===== src/reset_cause_pkg.sv =====
// constants shared by the reset-cause flag register and its event front end
package reset_cause_pkg;

	// register byte addresses on the bus
	localparam logic [7:0] CAUSE_ADDR = 8'h00;
	localparam logic [7:0] IRQ_STATUS_ADDR = 8'h04;
	localparam logic [7:0] IRQ_CLEAR_ADDR = 8'h08;
	localparam logic [7:0] IRQ_ENABLE_ADDR = 8'h0C;

	// field positions, shared by the cause register and the interrupt registers
	localparam int STACK_OVERFLOW_BIT = 7;
	localparam int STACK_UNDERFLOW_BIT = 6;
	localparam int UNUSED_BIT = 5;
	localparam int WATCHDOG_BIT = 4;
	localparam int PIN_RESET_BIT = 3;
	localparam int RESET_INSTR_BIT = 2;
	localparam int POWER_ON_BIT = 1;
	localparam int BROWNOUT_BIT = 0;

	localparam int FLAG_WIDTH = 8;
	localparam int EVENT_WIDTH = 8;
	localparam int BUS_WIDTH = 32;
	localparam int ADDR_WIDTH = 8;

	// bit 5 is absent everywhere
	localparam logic [7:0] IMPL_MASK = 8'hDF;
	// stack flags 0, watchdog/pin/instruction 1, power-on 0, brown-out 0
	localparam logic [7:0] CAUSE_POWER_ON_VALUE = 8'h1C;
	// watchdog, pin and instruction flags after a brown-out
	localparam logic [7:0] CAUSE_BROWNOUT_SET = 8'h1C;
	// stack flags and brown-out flag cleared by a brown-out
	localparam logic [7:0] CAUSE_BROWNOUT_CLEAR = 8'hC1;
	localparam logic [7:0] IRQ_STATUS_RESET = 8'h00;
	localparam logic [7:0] IRQ_ENABLE_RESET = 8'h00;
	localparam logic [31:0] READ_DATA_RESET = 32'h00000000;

	// synchroniser depth ahead of the edge detector
	localparam int SYNC_STAGES = 2;
	// cycles from an event input rising to the flag changing
	localparam int EVENT_LATENCY_CYCLES = 3;
	// cycles from a bus request to its acknowledge
	localparam int ACK_LATENCY_CYCLES = 1;

endpackage


===== src/event_sync.sv =====
// two-flop synchroniser and rising-edge detector for the reset event lines
`timescale 1ns/1ps
`default_nettype none

module event_sync
	import reset_cause_pkg::*;
(
	input wire logic clock,
	input wire logic rst,
	input wire logic [EVENT_WIDTH-1:0] level_in,
	output logic [EVENT_WIDTH-1:0] rise
);

	typedef struct packed {
		logic [EVENT_WIDTH-1:0] meta;
		logic [EVENT_WIDTH-1:0] stable;
		logic [EVENT_WIDTH-1:0] prev;
	} sync_s;

	sync_s state;
	sync_s next_state;

	always_comb begin
		next_state = state;
		next_state.meta = level_in;
		next_state.stable = state.meta;
		next_state.prev = state.stable;
	end

	always_ff @(posedge clock or posedge rst) begin
		if (rst) begin
			state.meta <= '0;
			state.stable <= '0;
			state.prev <= '0;
		end else begin
			state <= next_state;
		end
	end

	// a line held high yields one pulse, so a long reset counts once
	assign rise = state.stable & ~state.prev;

endmodule

`default_nettype wire


===== src/reset_cause_flags.sv =====
// reset-cause flag register with wishbone slave and event interrupt
`timescale 1ns/1ps
`default_nettype none

// Overview of operation
// [RULE1] stack overflow sets bit 7; stays set until firmware writes 0
// [RULE2] stack underflow sets bit 6; stays set until firmware writes 0
// [RULE3] bit 5 absent: reads zero, writes ignored
// [RULE4] watchdog reset clears bit 4; firmware may write it back to 1
// [RULE5] external reset pin clears bit 3; firmware rewrites 1 to re-arm
// [RULE6] reset instruction clears bit 2; stays 0 until firmware writes 1
// [RULE7] power-on clears bit 1; firmware must write 1 to arm detection
// [RULE8] brown-out or power-on clears bit 0; firmware must write 1 afterwards
// [RULE9] power-on/brown-out: stack flags 0, watchdog/pin/instruction flags 1
// [RULE10] power-on and brown-out flags keep their value on other resets
// [RULE11] low-power supply monitor request is ored with brown-out request
// [RULE12] hardware flag update wins over a same-cycle firmware write
module reset_cause_flags
	import reset_cause_pkg::*;
(
	input wire logic clock,
	input wire logic rst,
	input wire logic cyc_i,
	input wire logic stb_i,
	input wire logic we_i,
	input wire logic [ADDR_WIDTH-1:0] adr_i,
	input wire logic [3:0] sel_i,
	input wire logic [BUS_WIDTH-1:0] dat_i,
	output logic [BUS_WIDTH-1:0] dat_o,
	output logic ack_o,
	input wire logic stack_overflow_event,
	input wire logic stack_underflow_event,
	input wire logic watchdog_timer_reset,
	input wire logic external_reset_pin_n,
	input wire logic reset_instr_event,
	input wire logic power_on_request,
	input wire logic brownout_request,
	input wire logic low_power_supply_monitor,
	output logic [FLAG_WIDTH-1:0] reset_cause,
	output logic irq
);

	typedef struct packed {
		logic [FLAG_WIDTH-1:0] cause;
		logic [FLAG_WIDTH-1:0] status;
		logic [FLAG_WIDTH-1:0] enable;
		logic [BUS_WIDTH-1:0] rdata;
		logic ack;
		logic irq;
	} regs_s;

	regs_s state;
	regs_s next_state;

	logic [EVENT_WIDTH-1:0] event_level;
	logic [EVENT_WIDTH-1:0] event_rise;
	logic [EVENT_WIDTH-1:0] event_hit;
	logic bus_request;
	logic write_lane0;

	// every line is outside this clock, so all go through the synchroniser
	always_comb begin
		event_level = '0;
		event_level[STACK_OVERFLOW_BIT] = stack_overflow_event;
		event_level[STACK_UNDERFLOW_BIT] = stack_underflow_event;
		event_level[WATCHDOG_BIT] = watchdog_timer_reset;
		// pin resets while low
		event_level[PIN_RESET_BIT] = ~external_reset_pin_n;
		event_level[RESET_INSTR_BIT] = reset_instr_event;
		event_level[POWER_ON_BIT] = power_on_request;
		event_level[BROWNOUT_BIT] = brownout_request;
		// spare slot: the monitor gets its own flops, no gate ahead of them
		event_level[UNUSED_BIT] = low_power_supply_monitor;
	end

	event_sync sync_inst (
		.clock(clock),
		.rst(rst),
		.level_in(event_level),
		.rise(event_rise)
	);

	// both supply monitors land on the one brown-out flag
	always_comb begin
		event_hit = event_rise;
		event_hit[BROWNOUT_BIT] = event_rise[BROWNOUT_BIT] | event_rise[UNUSED_BIT]; // see [RULE11]
		event_hit[UNUSED_BIT] = 1'b0;
	end

	function automatic logic addr_is(input logic [ADDR_WIDTH-1:0] adr,
			input logic [ADDR_WIDTH-1:0] target);
		addr_is = (adr == target);
	endfunction

	// read view of one register; clear register and holes read as zero
	function automatic logic [BUS_WIDTH-1:0] read_word(input logic [ADDR_WIDTH-1:0] adr,
			input regs_s cur);
		logic [BUS_WIDTH-1:0] word;
		word = '0;
		if (addr_is(adr, CAUSE_ADDR)) begin
			word[FLAG_WIDTH-1:0] = cur.cause & IMPL_MASK; // see [RULE3]
		end else if (addr_is(adr, IRQ_STATUS_ADDR)) begin
			word[FLAG_WIDTH-1:0] = cur.status & IMPL_MASK;
		end else if (addr_is(adr, IRQ_ENABLE_ADDR)) begin
			word[FLAG_WIDTH-1:0] = cur.enable & IMPL_MASK;
		end
		read_word = word;
	endfunction

	// hardware view of the events, applied after any firmware write
	function automatic logic [FLAG_WIDTH-1:0] apply_events(input logic [FLAG_WIDTH-1:0] flags,
			input logic [EVENT_WIDTH-1:0] ev);
		logic [FLAG_WIDTH-1:0] f;
		f = flags;
		if (ev[STACK_OVERFLOW_BIT]) begin
			f[STACK_OVERFLOW_BIT] = 1'b1; // see [RULE1]
		end
		if (ev[STACK_UNDERFLOW_BIT]) begin
			f[STACK_UNDERFLOW_BIT] = 1'b1; // see [RULE2]
		end
		if (ev[WATCHDOG_BIT]) begin
			f[WATCHDOG_BIT] = 1'b0; // see [RULE4]
		end
		if (ev[PIN_RESET_BIT]) begin
			f[PIN_RESET_BIT] = 1'b0; // see [RULE5]
		end
		if (ev[RESET_INSTR_BIT]) begin
			f[RESET_INSTR_BIT] = 1'b0; // see [RULE6]
		end
		// supply resets override the other causes seen in the same cycle; power-on wins over brown-out
		if (ev[BROWNOUT_BIT]) begin
			f = (f & ~CAUSE_BROWNOUT_CLEAR) | CAUSE_BROWNOUT_SET; // see [RULE8] [RULE9]
		end
		if (ev[POWER_ON_BIT]) begin
			f = CAUSE_POWER_ON_VALUE; // see [RULE7] [RULE8] [RULE9]
		end
		apply_events = f & IMPL_MASK; // see [RULE3]
	endfunction

	assign bus_request = cyc_i & stb_i & ~state.ack;
	// flags sit in byte lane 0; other lanes carry nothing
	assign write_lane0 = bus_request & we_i & sel_i[0];

	always_comb begin
		next_state = state;
		next_state.ack = bus_request;
		next_state.rdata = READ_DATA_RESET;
		if (bus_request & ~we_i) begin
			next_state.rdata = read_word(adr_i, state);
		end

		// firmware write first; the event step below overrides it
		if (write_lane0 & addr_is(adr_i, CAUSE_ADDR)) begin
			next_state.cause = dat_i[FLAG_WIDTH-1:0] & IMPL_MASK; // see [RULE3] [RULE7] [RULE8]
		end
		// power-on and brown-out bits change only on supply events or firmware writes
		next_state.cause = apply_events(next_state.cause, event_hit); // see [RULE10] [RULE12]

		if (write_lane0 & addr_is(adr_i, IRQ_ENABLE_ADDR)) begin
			next_state.enable = dat_i[FLAG_WIDTH-1:0] & IMPL_MASK;
		end
		if (write_lane0 & addr_is(adr_i, IRQ_CLEAR_ADDR)) begin
			next_state.status = state.status & ~dat_i[FLAG_WIDTH-1:0];
		end
		// a new event beats a clear in the same cycle
		next_state.status = (next_state.status | event_hit) & IMPL_MASK; // see [RULE12]

		next_state.irq = |(next_state.status & next_state.enable);
	end

	always_ff @(posedge clock or posedge rst) begin
		if (rst) begin
			// block reset acts as a power-on reset
			state.cause <= CAUSE_POWER_ON_VALUE; // see [RULE9]
			state.status <= IRQ_STATUS_RESET;
			state.enable <= IRQ_ENABLE_RESET;
			state.rdata <= READ_DATA_RESET;
			state.ack <= 1'b0;
			state.irq <= 1'b0;
		end else begin
			state <= next_state;
		end
	end

	assign dat_o = state.rdata;
	assign ack_o = state.ack;
	assign reset_cause = state.cause;
	assign irq = state.irq;

endmodule

`default_nettype wire


===== config.mk =====
export PLATFORM = sky130hd
export DESIGN_NAME = reset_cause_flags
export DESIGN_NICKNAME = d
export VERILOG_FILES = /design/src/reset_cause_pkg.sv /design/src/event_sync.sv /design/src/reset_cause_flags.sv
export SDC_FILE = /design/constraint.sdc
export NUM_CORES = 1
export LEC_CHECK = 0
export BUFFER_PORTS_ARGS = -buffer_cell sky130_fd_sc_hd__buf_4
export CAP_MARGIN = 20
export CORE_MARGIN = 4
export CORE_UTILIZATION = 30
export DETAILED_ROUTE_END_ITERATION = 8
export HOLD_SLACK_MARGIN = 0.1
export PLACE_DENSITY = 0.58
export SYNTH_ARGS = -nofsm -noshare
export SYNTH_HDL_FRONTEND = slang
export SYNTH_HIERARCHICAL = 1
export SYNTH_SLANG_ARGS = --single-unit

===== constraint.sdc =====
create_clock -name clock -period 2.3 [get_ports clock]
set_clock_uncertainty 0.1 [all_clocks]
set_input_delay 0.115 -clock clock [delete_from_list [all_inputs] [get_ports clock]]
set_output_delay 0.115 -clock clock [all_outputs]
set_load 0.01 [all_outputs]

* Word-level counts from Yosys, hierarchy flattened
Cells that the tools add are included.
** Cells by class
- Muxes and demuxes :: 14
- Bitwise gates (word level) :: 18
- Eq/ne operators :: 3
- Reductions and logical operators :: 8
** Operator list (count)
- $mux 8 :: 9
- $and 8x8->8 :: 3
- $reduce_bool 4->1 :: 5
- $eq 8x4->1 const B :: 2
- $not 8->8 :: 2
- $and 1x1->1 :: 8
- $eq 8x3->1 const B :: 1
- $logic_not 8->1 :: 1
- $or 8x8->8 :: 1
- $reduce_or 8->1 :: 1
- $mux 1 :: 5
- $not 1->1 :: 3
- $reduce_bool 3->1 :: 1
- $or 1x1->1 :: 1
** Word-level totals
- Output and inout port bits :: 42
- Logic and storage cells :: 58
- Bits of input ports :: 57
- Register bits :: 56

* Logic depth before layout (Yosys ltp)
Gate-level depths: netlist of run 1.
- Depth in word-level cells :: 9
- Gate-level depth with buffers :: 8

* Cells and area by module
Netlist of run 1, hierarchy kept.
** Modules (own cells, without submodules)
- reset_cause_flags :: cells each 167, area an instance 1661.6 sq um, instances 1
- event_sync :: cells each 33, area an instance 714.4 sq um, instances 1

* Worst setup path before layout of run 1
Ideal clock, no wire load.
- Path kind :: input port to flip-flop
- Start point :: input port adr_i[1]
- End point :: register irq (netlist name)
- Path slack :: 0.163 ns
- Setup time :: 0.134 ns
- Data arrival time :: 1.903 ns
- Stages :: 5
- Data required time :: 2.066 ns
- Cells stage by stage :: or4_4 nor4_2 mux2_2 a22oi_1 nand4_1
** RTL lines
- from (decl) :: RTL line reset_cause_flags.sv:26 : input wire logic [ADDR_WIDTH-1:0] adr_i,

==> results of run 1 <==
## kinds of logic (layout without fill, tap and decap cells)
family                 after synthesis  in the layout  share of synthesized area, %
and+or+nand+nor                     56             56                          14.8
DFF                                 54             54                          57.0
buffers and inverters               53             86                          15.1
AOI/OAI and AO/OA                   22             22                          6.69
muxes                               14             14                          6.27
other                                1             26                         0.158
## state kept, by name (all words and copies together), names as in the netlist
register	flops
sync_inst/next_state	16
state	14
sync_inst/state	8
dat_o	7
reset_cause	7
ack_o	1
irq	1
## routing by layer
layer | wire, um | vias to the layer above
li1 | - | 716
met1 | 2160 | 706
met2 | 2260 | 47
met3 | 281 | 6
met4 | 53 | 0
met5 | 0 | -
## metrics by stage
step	instance area, um2	hold slack, ps	total power (uW)
2_1_floorplan	2470	29.6	1130
3_3_place_gp	2650	126	1170
3_5_place_dp	2650	126	1170
4_1_cts	2950	164	1820
5_1_grt	2950	177	1890
6_report	2950	163	1810
## path summary, 6_finish.rpt
kind | start | to | slack [ps] | depth (start not counted)
setup / recovery | adr_i[3] | irq | 210 | 8
hold / removal | adr_i[2] | dat_o[3] | 160 | 4
setup reg to reg | ack_o | irq | 260 | 6
hold reg to reg | sync_inst/next_state[13] | sync_inst/next_state[5] | 250 | 0
max in group asynchronous | rst | sync_inst/state[1] | 1110 | 3
min in group asynchronous | rst | state[46] | 350 | 4
## cell type report
type / count / area, um2 / share of cell area [%]
clock buffer: 7 / 76.3 / 2.59
clock inverter: 1 / 30.0 / 1.02
inverter: 8 / 30.0 / 1.02
multi-input combinational: 118 / 757 / 25.7
sequential: 54 / 1360 / 45.9
tap: 102 / 128 / 4.33
timing repair buffer: 70 / 573 / 19.4
## critical path, stage by stage
cell           delay (ps)
dlygate4sd3_1         540
buf_4                 180
nand4_1               120
nor4_2                230
buf_4                 210
mux2_2                360
a32oi_1               240
nand4_1               170
## power groups by stage
| stage | clock [uW] | sequential (uW) | combinational [uW] |
|---|---|---|---|
| 2_1_floorplan | 0 | 1020 | 119 |
| 3_3_place_gp | 0 | 1020 | 152 |
| 3_5_place_dp | 0 | 1020 | 154 |
| 4_1_cts | 642 | 1000 | 181 |
| 5_1_grt | 687 | 1000 | 198 |
| 6_report | 627 | 999 | 179 |
## cell usage after synthesis, drive strengths merged
cell and instances:
nand3b 2, nor3 2, mux2i 7, or4 2, a2111oi 7, conb 1, a22oi 2, a32oi 1
nand3 1, clkbuf 3, nor4 2, a31oi 5, nand2 8, nor2b 9, a21boi 3, or3 3
or2 3, nand2b 1, dfrtp 51, buf 42, o21ai 4, inv 8, mux2 7, nor2 20
dfstp 3, and2 1, nand4 2
## timing repair
action                                  CTS  global route
hold endpoints to repair                 90             0
endpoints found under the setup margin    0             1
hold buffers                             19             0
==> results.rst, run 1 <==
.. list-table::
   :header-rows: 1

   * - Metric
     - Value
   * - Result of the run
     - finished, final reports clean
   * - Leakage power
     - about 0.0014 uW
   * - Crit. End Element
     - flip-flop
   * - Power spent charging and discharging nets
     - ~410 uW
   * - Internal power
     - 1400 uW
   * - Site row count
     - 32
   * - Total grt overflow
     - 0
   * - Initial antenna violation count
     - 0
   * - Number of placed instances with taps included
     - around 330
   * - Half-perimeter wire length of the detailed placement result
     - around 3400 um
   * - Number of levels the H-tree was split into
     - 2
   * - Placeable Area
     - around 7700 um2
   * - DR iter-0 viols
     - 96
   * - Total number of nets in the final design
     - roughly 310
   * - Met1 usage
     - 13.6%
   * - Fillers
     - 763
   * - Post-DR vias/cell
     - between 4 and 5
   * - Area enclosed by the die boundary
     - approximately 9400 um2
   * - Comb power frac
     - roughly 9.9%
   * - Max_cap viols
     - 0
   * - Remaining max-slew budget at the tightest pin
     - between 40% and 50%
   * - Slew @ Worst Pin
     - approximately 860 ps
   * - Worst Path Class, Setup
     - primary input to flip-flop
   * - Clock slew at the register clock pins of the worst setup and hold paths
     - 90 ps
   * - Pin count of the biggest net entering global routing
     - 31
   * - Kind of start point of the critical path
     - primary input
   * - Fraction of post-synthesis cell area in the top cell type by area
     - between 50% and 60%
   * - Commonest non-fill, non-tap cells in the layout
     - 51 x dfrtp_1, 51 x buf_4, 26 x conb_1
   * - Vias after detailed routing
     - ~1500
   * - Post-layout instance count excluding filler cells
     - 360
   * - WL per Instance
     - approximately 13 um
   * - Peak supply drop
     - 0.322 mV
   * - Number of placed I/O pins
     - 99
   * - Unrepaired setup endpoints after global routing
     - false
   * - DP Worst Slack
     - -31.9 ps
   * - Routed WL
     - 4760 um
   * - Smallest setup slack after layout
     - roughly 210 ps
   * - Overall global routing resource usage
     - between 10% and 20%
   * - Grt peak-use layer
     - met2
   * - Power density over cell area
     - approximately 610 nW/um2
   * - Class of the tightest hold or removal check
     - primary input to flip-flop
   * - Root buffer cell
     - clkbuf_8
   * - Cell type with the largest total area after synthesis
     - dfrtp_1
   * - Gate count after technology mapping
     - 200
   * - Total count of hold-check failures in the final report
     - 0
   * - Flip-flop and latch count after synthesis
     - 54
   * - Synth Area per Inst
     - ~12 um2
   * - Met3 Resource Use GR
     - roughly 4%
   * - Yosys cell types
     - 34
   * - Max Fclk
     - 478 MHz
   * - Net Sw Frac
     - ~23%
   * - Core utilization of the finished layout
     - a little under two fifths
   * - Critical Path Fanout Max
     - 11
   * - Time the final worst path needs with I/O delays and setup
     - roughly 2100 ps
   * - CTS max path bufs
     - 2
   * - Die boundary width
     - just under 100 um
   * - Layout cells sized above 1
     - a little under a third
   * - Final sum of negative setup slack
     - 0 ps
   * - Detail Route Antenna Nets
     - 0
   * - Buffers inserted during post-CTS setup optimization
     - 0
   * - Vertical extent of the die
     - 97.0 um
   * - YS warnings
     - 6
   * - Sequential share of power
     - between 50% and 60%
   * - DRC violation count after routing
     - 0
   * - Total number of clock tree sinks
     - 54
   * - Crit path DAT
     - between 2000 and 2500 ps
   * - CTS tree
     - built
   * - Power share of the clock group
     - between 30% and 40%
   * - Post-Synthesis Cell Area
     - ~2400 um2
   * - Inserted Clock Buffers
     - 5
   * - Initial Util
     - 30.7%
   * - GPL Wtd Cong
     - roughly 0.8
   * - Iteration count of the initial detailed-routing pass
     - 4
   * - Proportion of synthesized chip area in sequential cells
     - a little under three fifths
   * - Antenna diodes
     - 0
   * - Top area cells in the synthesized netlist
     - dfrtp_1 54%, buf_4 13%, nor2b_4 4.6%
   * - Final period utilization
     - between 90% and 100%
   * - Wire length of the first global-routing pass
     - slightly below 8000 um
   * - Met2 track demand over resource in global routing
     - between 10% and 20%
   * - Endpoints failing setup
     - 0
   * - Data required, critical path
     - about 2400 ps
   * - Number of gates resized after CTS
     - 0
   * - Count of input and output buffers
     - 44
   * - Clock latency on the worst-skew pair
     - 300 ps
   * - Area overhead of the layout relative to synthesis
     - 24.1%
   * - Via count of the first global-routing pass
     - approximately 1500
   * - Max-slew violation count
     - 0
Note: power is estimated with default switching activity, not from simulation.
==> run 2: changes to the inputs <==
PLACE_DENSITY = 0.52   (was 0.58)
==> run 2 against run 1 <==
Effect of this change: global-route usage grew 0.094 points; wire length is the same; die area is the same; register-to-register slack gained 20 ps; total power is essentially flat.
==> results.rst, run 2 (synthesis gave the netlist of run 1 again) <==
.. list-table::
   :header-rows: 1

   * - Metric
     - Value
   * - Half-perimeter wire length of the detailed placement result
     - 3410 um (+0.79%)
   * - Iteration count of the initial detailed-routing pass
     - 4 (unchanged)
   * - Total number of nets in the final design
     - 315 (+0.32%)
   * - Cells along the critical path
     - nand3b_1, nor4_2, buf_4, mux2_2, a22oi_1, nand4_1
   * - Antenna diodes
     - 0 (unchanged)
   * - Area enclosed by the die boundary
     - 9410 um2 (unchanged)
   * - GPL Wtd Cong
     - 0.778 (-3.0%)
   * - Unrepaired setup endpoints after global routing
     - false
   * - Max Fclk
     - 494 MHz (+3.2%)
   * - DRC violation count after routing
     - 0 (unchanged)
   * - Slew @ Worst Pin
     - 857 ps (-1.14 ps)
   * - Max_cap viols
     - 0 (unchanged)
   * - Site row count
     - 32 (unchanged)
   * - Kind of start point of the critical path
     - flip-flop
   * - Critical Path Fanout Max
     - 7 (-4)
   * - Via count of the first global-routing pass
     - 1510 (+0.066%)
   * - Remaining max-slew budget at the tightest pin
     - 42.8% (+0.076 points)
   * - Pin count of the biggest net entering global routing
     - 31 (unchanged)
   * - DR iter-0 viols
     - 65 (-32%)
   * - Inserted Clock Buffers
     - 5 (unchanged)
   * - CP max stage cell
     - dfrtp_1
   * - Routed WL
     - 4760 um (unchanged)
   * - Register area
     - 1360 um2 (unchanged)
   * - Total count of hold-check failures in the final report
     - 0 (unchanged)
   * - Number of placed I/O pins
     - 99 (unchanged)
   * - Initial antenna violation count
     - 0 (unchanged)
   * - CTS tree
     - built
   * - Time the final worst path needs with I/O delays and setup
     - 2020 ps (-65.3 ps)
   * - Multi-input gate area in the final layout
     - 757 um2 (unchanged)
   * - Crit. End Element
     - flip-flop
   * - Area overhead of the layout relative to synthesis
     - 24.6%
   * - Number of flip-flops in the largest register
     - 16 (unchanged)
   * - Power density over cell area
     - 610 nW/um2 (-0.39%)
   * - Wire length of the first global-routing pass
     - 7870 um (+0.43%)
   * - CTS max path bufs
     - 2 (unchanged)
   * - Root buffer cell
     - clkbuf_8
   * - DP Worst Slack
     - 44.7 ps (+76.6 ps)
   * - Crit path DAT
     - 2090 ps (-60 ps)
   * - Placeable Area
     - 7730 um2 (unchanged)
   * - Fillers
     - 743 (-2.6%)
   * - Final sum of negative setup slack
     - 0 ps (unchanged)
   * - Total number of clock tree sinks
     - 54 (unchanged)
   * - Endpoints failing setup
     - 0 (unchanged)
   * - Maximum cell stage delay along the critical path
     - 380 ps (-160 ps)
   * - Die boundary width
     - 97.0 um (unchanged)
   * - Total grt overflow
     - 0 (unchanged)
   * - Vertical extent of the die
     - 97.0 um (unchanged)
   * - Class of the tightest hold or removal check
     - primary input to flip-flop
   * - Layout cells sized above 1
     - 31.7% (+0.65 points)
   * - Buffers inserted during post-CTS setup optimization
     - 0 (unchanged)
   * - Initial Util
     - 30.7% (unchanged)
   * - Overall global routing resource usage
     - 10.5% (+0.094 points)
   * - WL per Instance
     - 13.2 um (-0.28%)
   * - Data required, critical path
     - 2370 ps (about the same)
   * - Result of the run
     - finished, final reports clean
   * - Smallest setup slack after layout
     - 275 ps (+65.3 ps)
   * - Clock latency on the worst-skew pair
     - 300 ps (about the same)
   * - Vias after detailed routing
     - 1484 (+0.61%)
   * - Leakage power
     - 0.00141 uW (+0.22%)
   * - Count of input and output buffers
     - 44 (unchanged)
   * - Clock slew at the register clock pins of the worst setup and hold paths
     - 90 ps (about the same)
   * - Number of levels the H-tree was split into
     - 2 (unchanged)
   * - Max-slew violation count
     - 0 (unchanged)
   * - Leading cell type in the layout, fill and taps excluded
     - buf_4
   * - Post-DR vias/cell
     - 4.11 (+0.33%)
   * - Peak supply drop
     - 0.348 mV (+8.1%)
   * - Commonest non-fill, non-tap cells in the layout
     - 52 x buf_4, 51 x dfrtp_1, 26 x conb_1
   * - Detail Route Antenna Nets
     - 0 (unchanged)
   * - Final period utilization
     - 88.0% (-2.8 points)
   * - Worst Path Class, Setup
     - flip-flop to flip-flop
[run 2: report_power, final]
group | total, uW | switching, uW | internal (uW)
clock | 628 | 302 | 325
sequential | 999 | 17.2 | 982
combinational | 178 | 88.8 | 89.1
[run 2: cell type report]
cell class	instances	share of cell area (%)
repair buffers	71	19.6
inverters	8	1.01
clock buffers	6	2.45
clock inverters	2	1.27
well taps	102	4.31
flip-flops and latches	54	45.8
multi-input cells	118	25.6
[run 2: path summary, 6_finish.rpt]
kind / startpoint / to / slack, ps / cells after the start
min in group asynchronous: rst / reset_cause[6] / 340 / 4
max in group asynchronous: rst / sync_inst/state[7] / 1120 / 3
hold reg to reg: sync_inst/next_state[13] / sync_inst/next_state[5] / 250 / 0
hold / removal: adr_i[2] / dat_o[0] / 180 / 4
setup reg to reg: ack_o / irq / 280 / 6
setup / recovery: ack_o / irq / 280 / 6
[run 2: timing repair]
action	CTS	global route
hold buffers	19	0
hold endpoints to repair	90	0
gates resized for setup	0	0
[run 2: per-stage QoR]
stage,hold slack (ps),cell area [um2],instances,utilization (%),power [uW]
2_1_floorplan,29.6,2470,225,-,1130
3_3_place_gp,125,2660,334,34.4,1170
3_5_place_dp,126,2660,334,34.4,1170
4_1_cts,172,2960,361,38.3,1830
5_1_grt,230,2960,361,38.3,1890
6_report,179,2960,361,38.3,1800
[run 2: worst max-delay path, delay by kind of cell, from the launching register on]
| family | cells | cell delay (ps) |
|---|---|---|
| mux | 1 | 360 |
| simple gates | 3 | 630 |
| buf+inv | 1 | 210 |
| flops | 1 | 380 |
| compound gates | 1 | 210 |
[run 2: layer usage]
metal  GRT usage (%)  wire length, um  share of wire [%]
met1            14.5             2090                 44
met4            2.92               14               0.29
met5               0                0                  0
met3            2.45              287                6.0
met2            16.4             2360                 50
==> run 3: changes to the inputs <==
ABC_AREA = 1   (was default)
ABC_CLOCK_PERIOD_IN_PS = 2300   (was default)
==> run 3 against run 2 <==
Effect of this change: die area rose by 6.7%; sequential power barely moved; synthesized cell count up 43%.
==> results.rst, run 3 <==
.. list-table::
   :header-rows: 1

   * - Metric
     - Value
   * - Placeable Area
     - 8260 um2 (+6.9%)
   * - Slew @ Worst Pin
     - 859 ps (+2.16 ps)
   * - Unrepaired setup endpoints after global routing
     - false
   * - Register area
     - 1360 um2 (unchanged)
   * - Worst Path Class, Setup
     - primary input to flip-flop
   * - Time the final worst path needs with I/O delays and setup
     - 1850 ps (-177 ps)
   * - Final period utilization
     - 80.3% (-7.7 points)
   * - Via count of the first global-routing pass
     - 1780 (+18%)
   * - Data required, critical path
     - 2460 ps (+90 ps)
   * - DRC violation count after routing
     - 0 (unchanged)
   * - Max-slew violation count
     - 0 (unchanged)
   * - Total number of nets in the final design
     - 397 (+26%)
   * - Max Fclk
     - 541 MHz (+9.6%)
   * - Synth top cells by count
     - 68 x nand2_1, 51 x dfrtp_1, 40 x buf_4, 39 x inv_1, 25 x nand3_1
   * - Layout cells sized above 1
     - 23.2% (-8.5 points)
   * - Area enclosed by the die boundary
     - 10000 um2 (+6.7%)
   * - Post-Synthesis Cell Area
     - 2550 um2 (+7.3%)
   * - Final sum of negative setup slack
     - 0 ps (unchanged)
   * - Number of levels the H-tree was split into
     - 2 (unchanged)
   * - Gate count after technology mapping
     - 286 (+43%)
   * - Total grt overflow
     - 0 (unchanged)
   * - Clock slew at the register clock pins of the worst setup and hold paths
     - 110 ps (+20 ps)
   * - Async set or reset register ratio after synthesis
     - 100% (unchanged)
   * - Result of the run
     - finished, final reports clean
   * - Vias after detailed routing
     - 1772 (+19%)
   * - Peak supply drop
     - 0.297 mV (-15%)
   * - Pin count of the biggest net entering global routing
     - 31 (unchanged)
   * - Inserted Clock Buffers
     - 5 (unchanged)
   * - Wire length of the first global-routing pass
     - 8200 um (+4.1%)
   * - Critical Path Fanout Max
     - 20 (+13)
   * - Flop-to-flop setup slack
     - 450 ps (+180 ps)
   * - Antenna diodes
     - 0 (unchanged)
   * - Clock latency on the worst-skew pair
     - 310 ps (about the same)
   * - Fraction of post-synthesis cell area in the top cell type by area
     - 50.1% (-3.6 points)
   * - Max_cap viols
     - 0 (unchanged)
   * - Maximum cell stage delay along the critical path
     - 580 ps (+200 ps)
   * - Flip-flop and latch count after synthesis
     - 54 (unchanged)
   * - GPL Wtd Cong
     - 0.809 (+3.9%)
   * - Kind of start point of the critical path
     - primary input
   * - DR iter-0 viols
     - 60 (-7.7%)
   * - Top area cells in the synthesized netlist
     - dfrtp_1 50%, buf_4 12%, nand2_1 10%
   * - Buffers inserted during post-CTS setup optimization
     - 0 (unchanged)
   * - Half-perimeter wire length of the detailed placement result
     - 3580 um (+4.9%)
   * - Dominant cell by count in the synthesized netlist
     - nand2_1
   * - CP max stage cell
     - dlygate4sd3_1
   * - Critical Path Source
     - stb_i
   * - Crit path DAT
     - 2010 ps (-80 ps)
   * - Synth Area per Inst
     - 8.91 um2 (-25%)
   * - Reg-to-reg endpoint
     - reset_cause[2]
   * - Multi-input gate area in the final layout
     - 805 um2 (+6.3%)
   * - Class of the tightest hold or removal check
     - primary input to flip-flop
   * - Origin of the critical flop-to-flop path
     - ack_o
   * - Root buffer cell
     - clkbuf_8
   * - Count of input and output buffers
     - 44 (unchanged)
   * - Area overhead of the layout relative to synthesis
     - 20.9%
   * - Cell depth of the worst flop-to-flop path
     - 7 (+1)
   * - Die boundary width
     - 100 um (+3.3%)
   * - Core utilization of the finished layout
     - 37.3% (-1.0 points)
   * - Iteration count of the initial detailed-routing pass
     - 4 (unchanged)
   * - Yosys cell types
     - 23 (-32%)
   * - Detail Route Antenna Nets
     - 0 (unchanged)
   * - Initial antenna violation count
     - 0 (unchanged)
   * - Number of placed I/O pins
     - 99 (unchanged)
   * - Leakage power
     - 0.00160 uW (+13%)
   * - YS warnings
     - 6 (unchanged)
   * - Family with the most delay on the worst path
     - buffers and inverters
   * - Initial Util
     - 30.9% (+0.12 points)
   * - Proportion of synthesized chip area in sequential cells
     - 53.2% (-3.9 points)
   * - Routed WL
     - 4830 um (+1.5%)
   * - Vertical extent of the die
     - 100 um (+3.3%)
   * - Number of flip-flops in the largest register
     - 16 (unchanged)
   * - Post-synth EDFFs
     - 0 (unchanged)
   * - Main flop type after synthesis
     - dfrtp_1
   * - Remaining max-slew budget at the tightest pin
     - 42.6% (-0.14 points)
   * - Power after layout
     - 1750 uW (-2.9%)
   * - Post-DR vias/cell
     - 3.97 (-3.3%)
   * - Endpoints failing setup
     - 0 (unchanged)
   * - Power density over cell area
     - 569 nW/um2 (-6.7%)
   * - CTS max path bufs
     - 2 (unchanged)
   * - Worst path depth
     - 8 (+2)
   * - Setup crit end
     - reset_cause[2]
   * - Fillers
     - 859 (+16%)
   * - Buffers plus inverters on the worst setup path
     - 4 (+3)
   * - Crit. End Element
     - flip-flop
   * - Total count of hold-check failures in the final report
     - 0 (unchanged)
   * - Cell type with the largest total area after synthesis
     - dfrtp_1
   * - CTS tree
     - built
   * - Site row count
     - 33 (+3.1%)
   * - WL per Instance
     - 10.8 um (-18%)
   * - Leading cell type in the layout, fill and taps excluded
     - nand2_1
   * - Overall global routing resource usage
     - 10.3% (-0.22 points)
   * - Total number of clock tree sinks
     - 54 (unchanged)
   * - Commonest non-fill, non-tap cells in the layout
     - 68 x nand2_1, 51 x dfrtp_1, 48 x buf_4
   * - Cells along the critical path
     - dlygate4sd3_1, buf_4, nand3_1, nor2_1, buf_4, nand4_1, dlygate4sd3_1, nand3_1
## run 3: worst min path at each step
stage / startpoint / to / slack [ps] / cells past startpoint
2_1_floorplan: rst / sync_inst/next_state[0] / 30 / 1
3_3_place_gp: brownout_request / sync_inst/next_state[8] / 120 / 1
3_5_place_dp: low_power_supply_monitor / sync_inst/next_state[13] / 130 / 1
4_1_cts: adr_i[3] / reset_cause[1] / 130 / 4
5_1_grt: adr_i[3] / reset_cause[1] / 170 / 4
6_report: adr_i[3] / reset_cause[1] / 130 / 4
## run 3: worst register-to-register path: stages (launching register included)
cell and delay [ps]:
dfrtp_1 390, inv_1 50, nand3_1 90, nor2_1 110, buf_4 270, nand4_1 120, dlygate4sd3_1 580, nand3_1 80
## run 3: kinds of logic after synthesis
| group | synth area share (%) |
|---|---|
| AO/OA/AOI/OAI | 2.16 |
| buffers and inverters | 18.9 |
| flip-flops | 53.2 |
| other | 0.147 |
| AND/OR/NAND/NOR | 25.6 |
## run 3: power by group
part	internal, uW	switching, uW	total, uW
Clock	219	338	557
Sequential	986	17.4	1000
Combinational	86.2	105	191
Total	1290	460	1750
## run 3: repair_timing
| action | in CTS | in global routing |
|---|---|---|
| gates resized for setup | 0 | 0 |
| hold buffers | 19 | 0 |
| endpoints found under the hold margin | 79 | 0 |
## run 3: area by class of cell
class / count / area share (%)
inverters: 39 / 4.75
well taps: 105 / 4.26
clock inverters: 3 / 0.772
clock buffers: 5 / 2.23
repair buffers: 67 / 17.9
flip-flops and latches: 54 / 44.0
multi-input cells: 173 / 26.1
## run 3: per-stage QoR
stage | std cells | setup WS, ps | cell area (um2) | hold WS [ps]
floorplan | 311 | 809 | 2640 | 29.6
global placement | 419 | 627 | 2800 | 125
detailed placement | 419 | 620 | 2800 | 126
CTS | 446 | 472 | 3080 | 126
global route | 446 | 324 | 3080 | 168
finish | 446 | 452 | 3080 | 129
## run 3: routing by layer
metal  part of all wire [%]  up-vias  GRT usage [%]
met2                     48       60           17.0
met5                      0        -              0
met4                   0.81        0           2.80
li1                       -      911              -
met3                    7.3        5           3.27
met1                     44      796           12.9
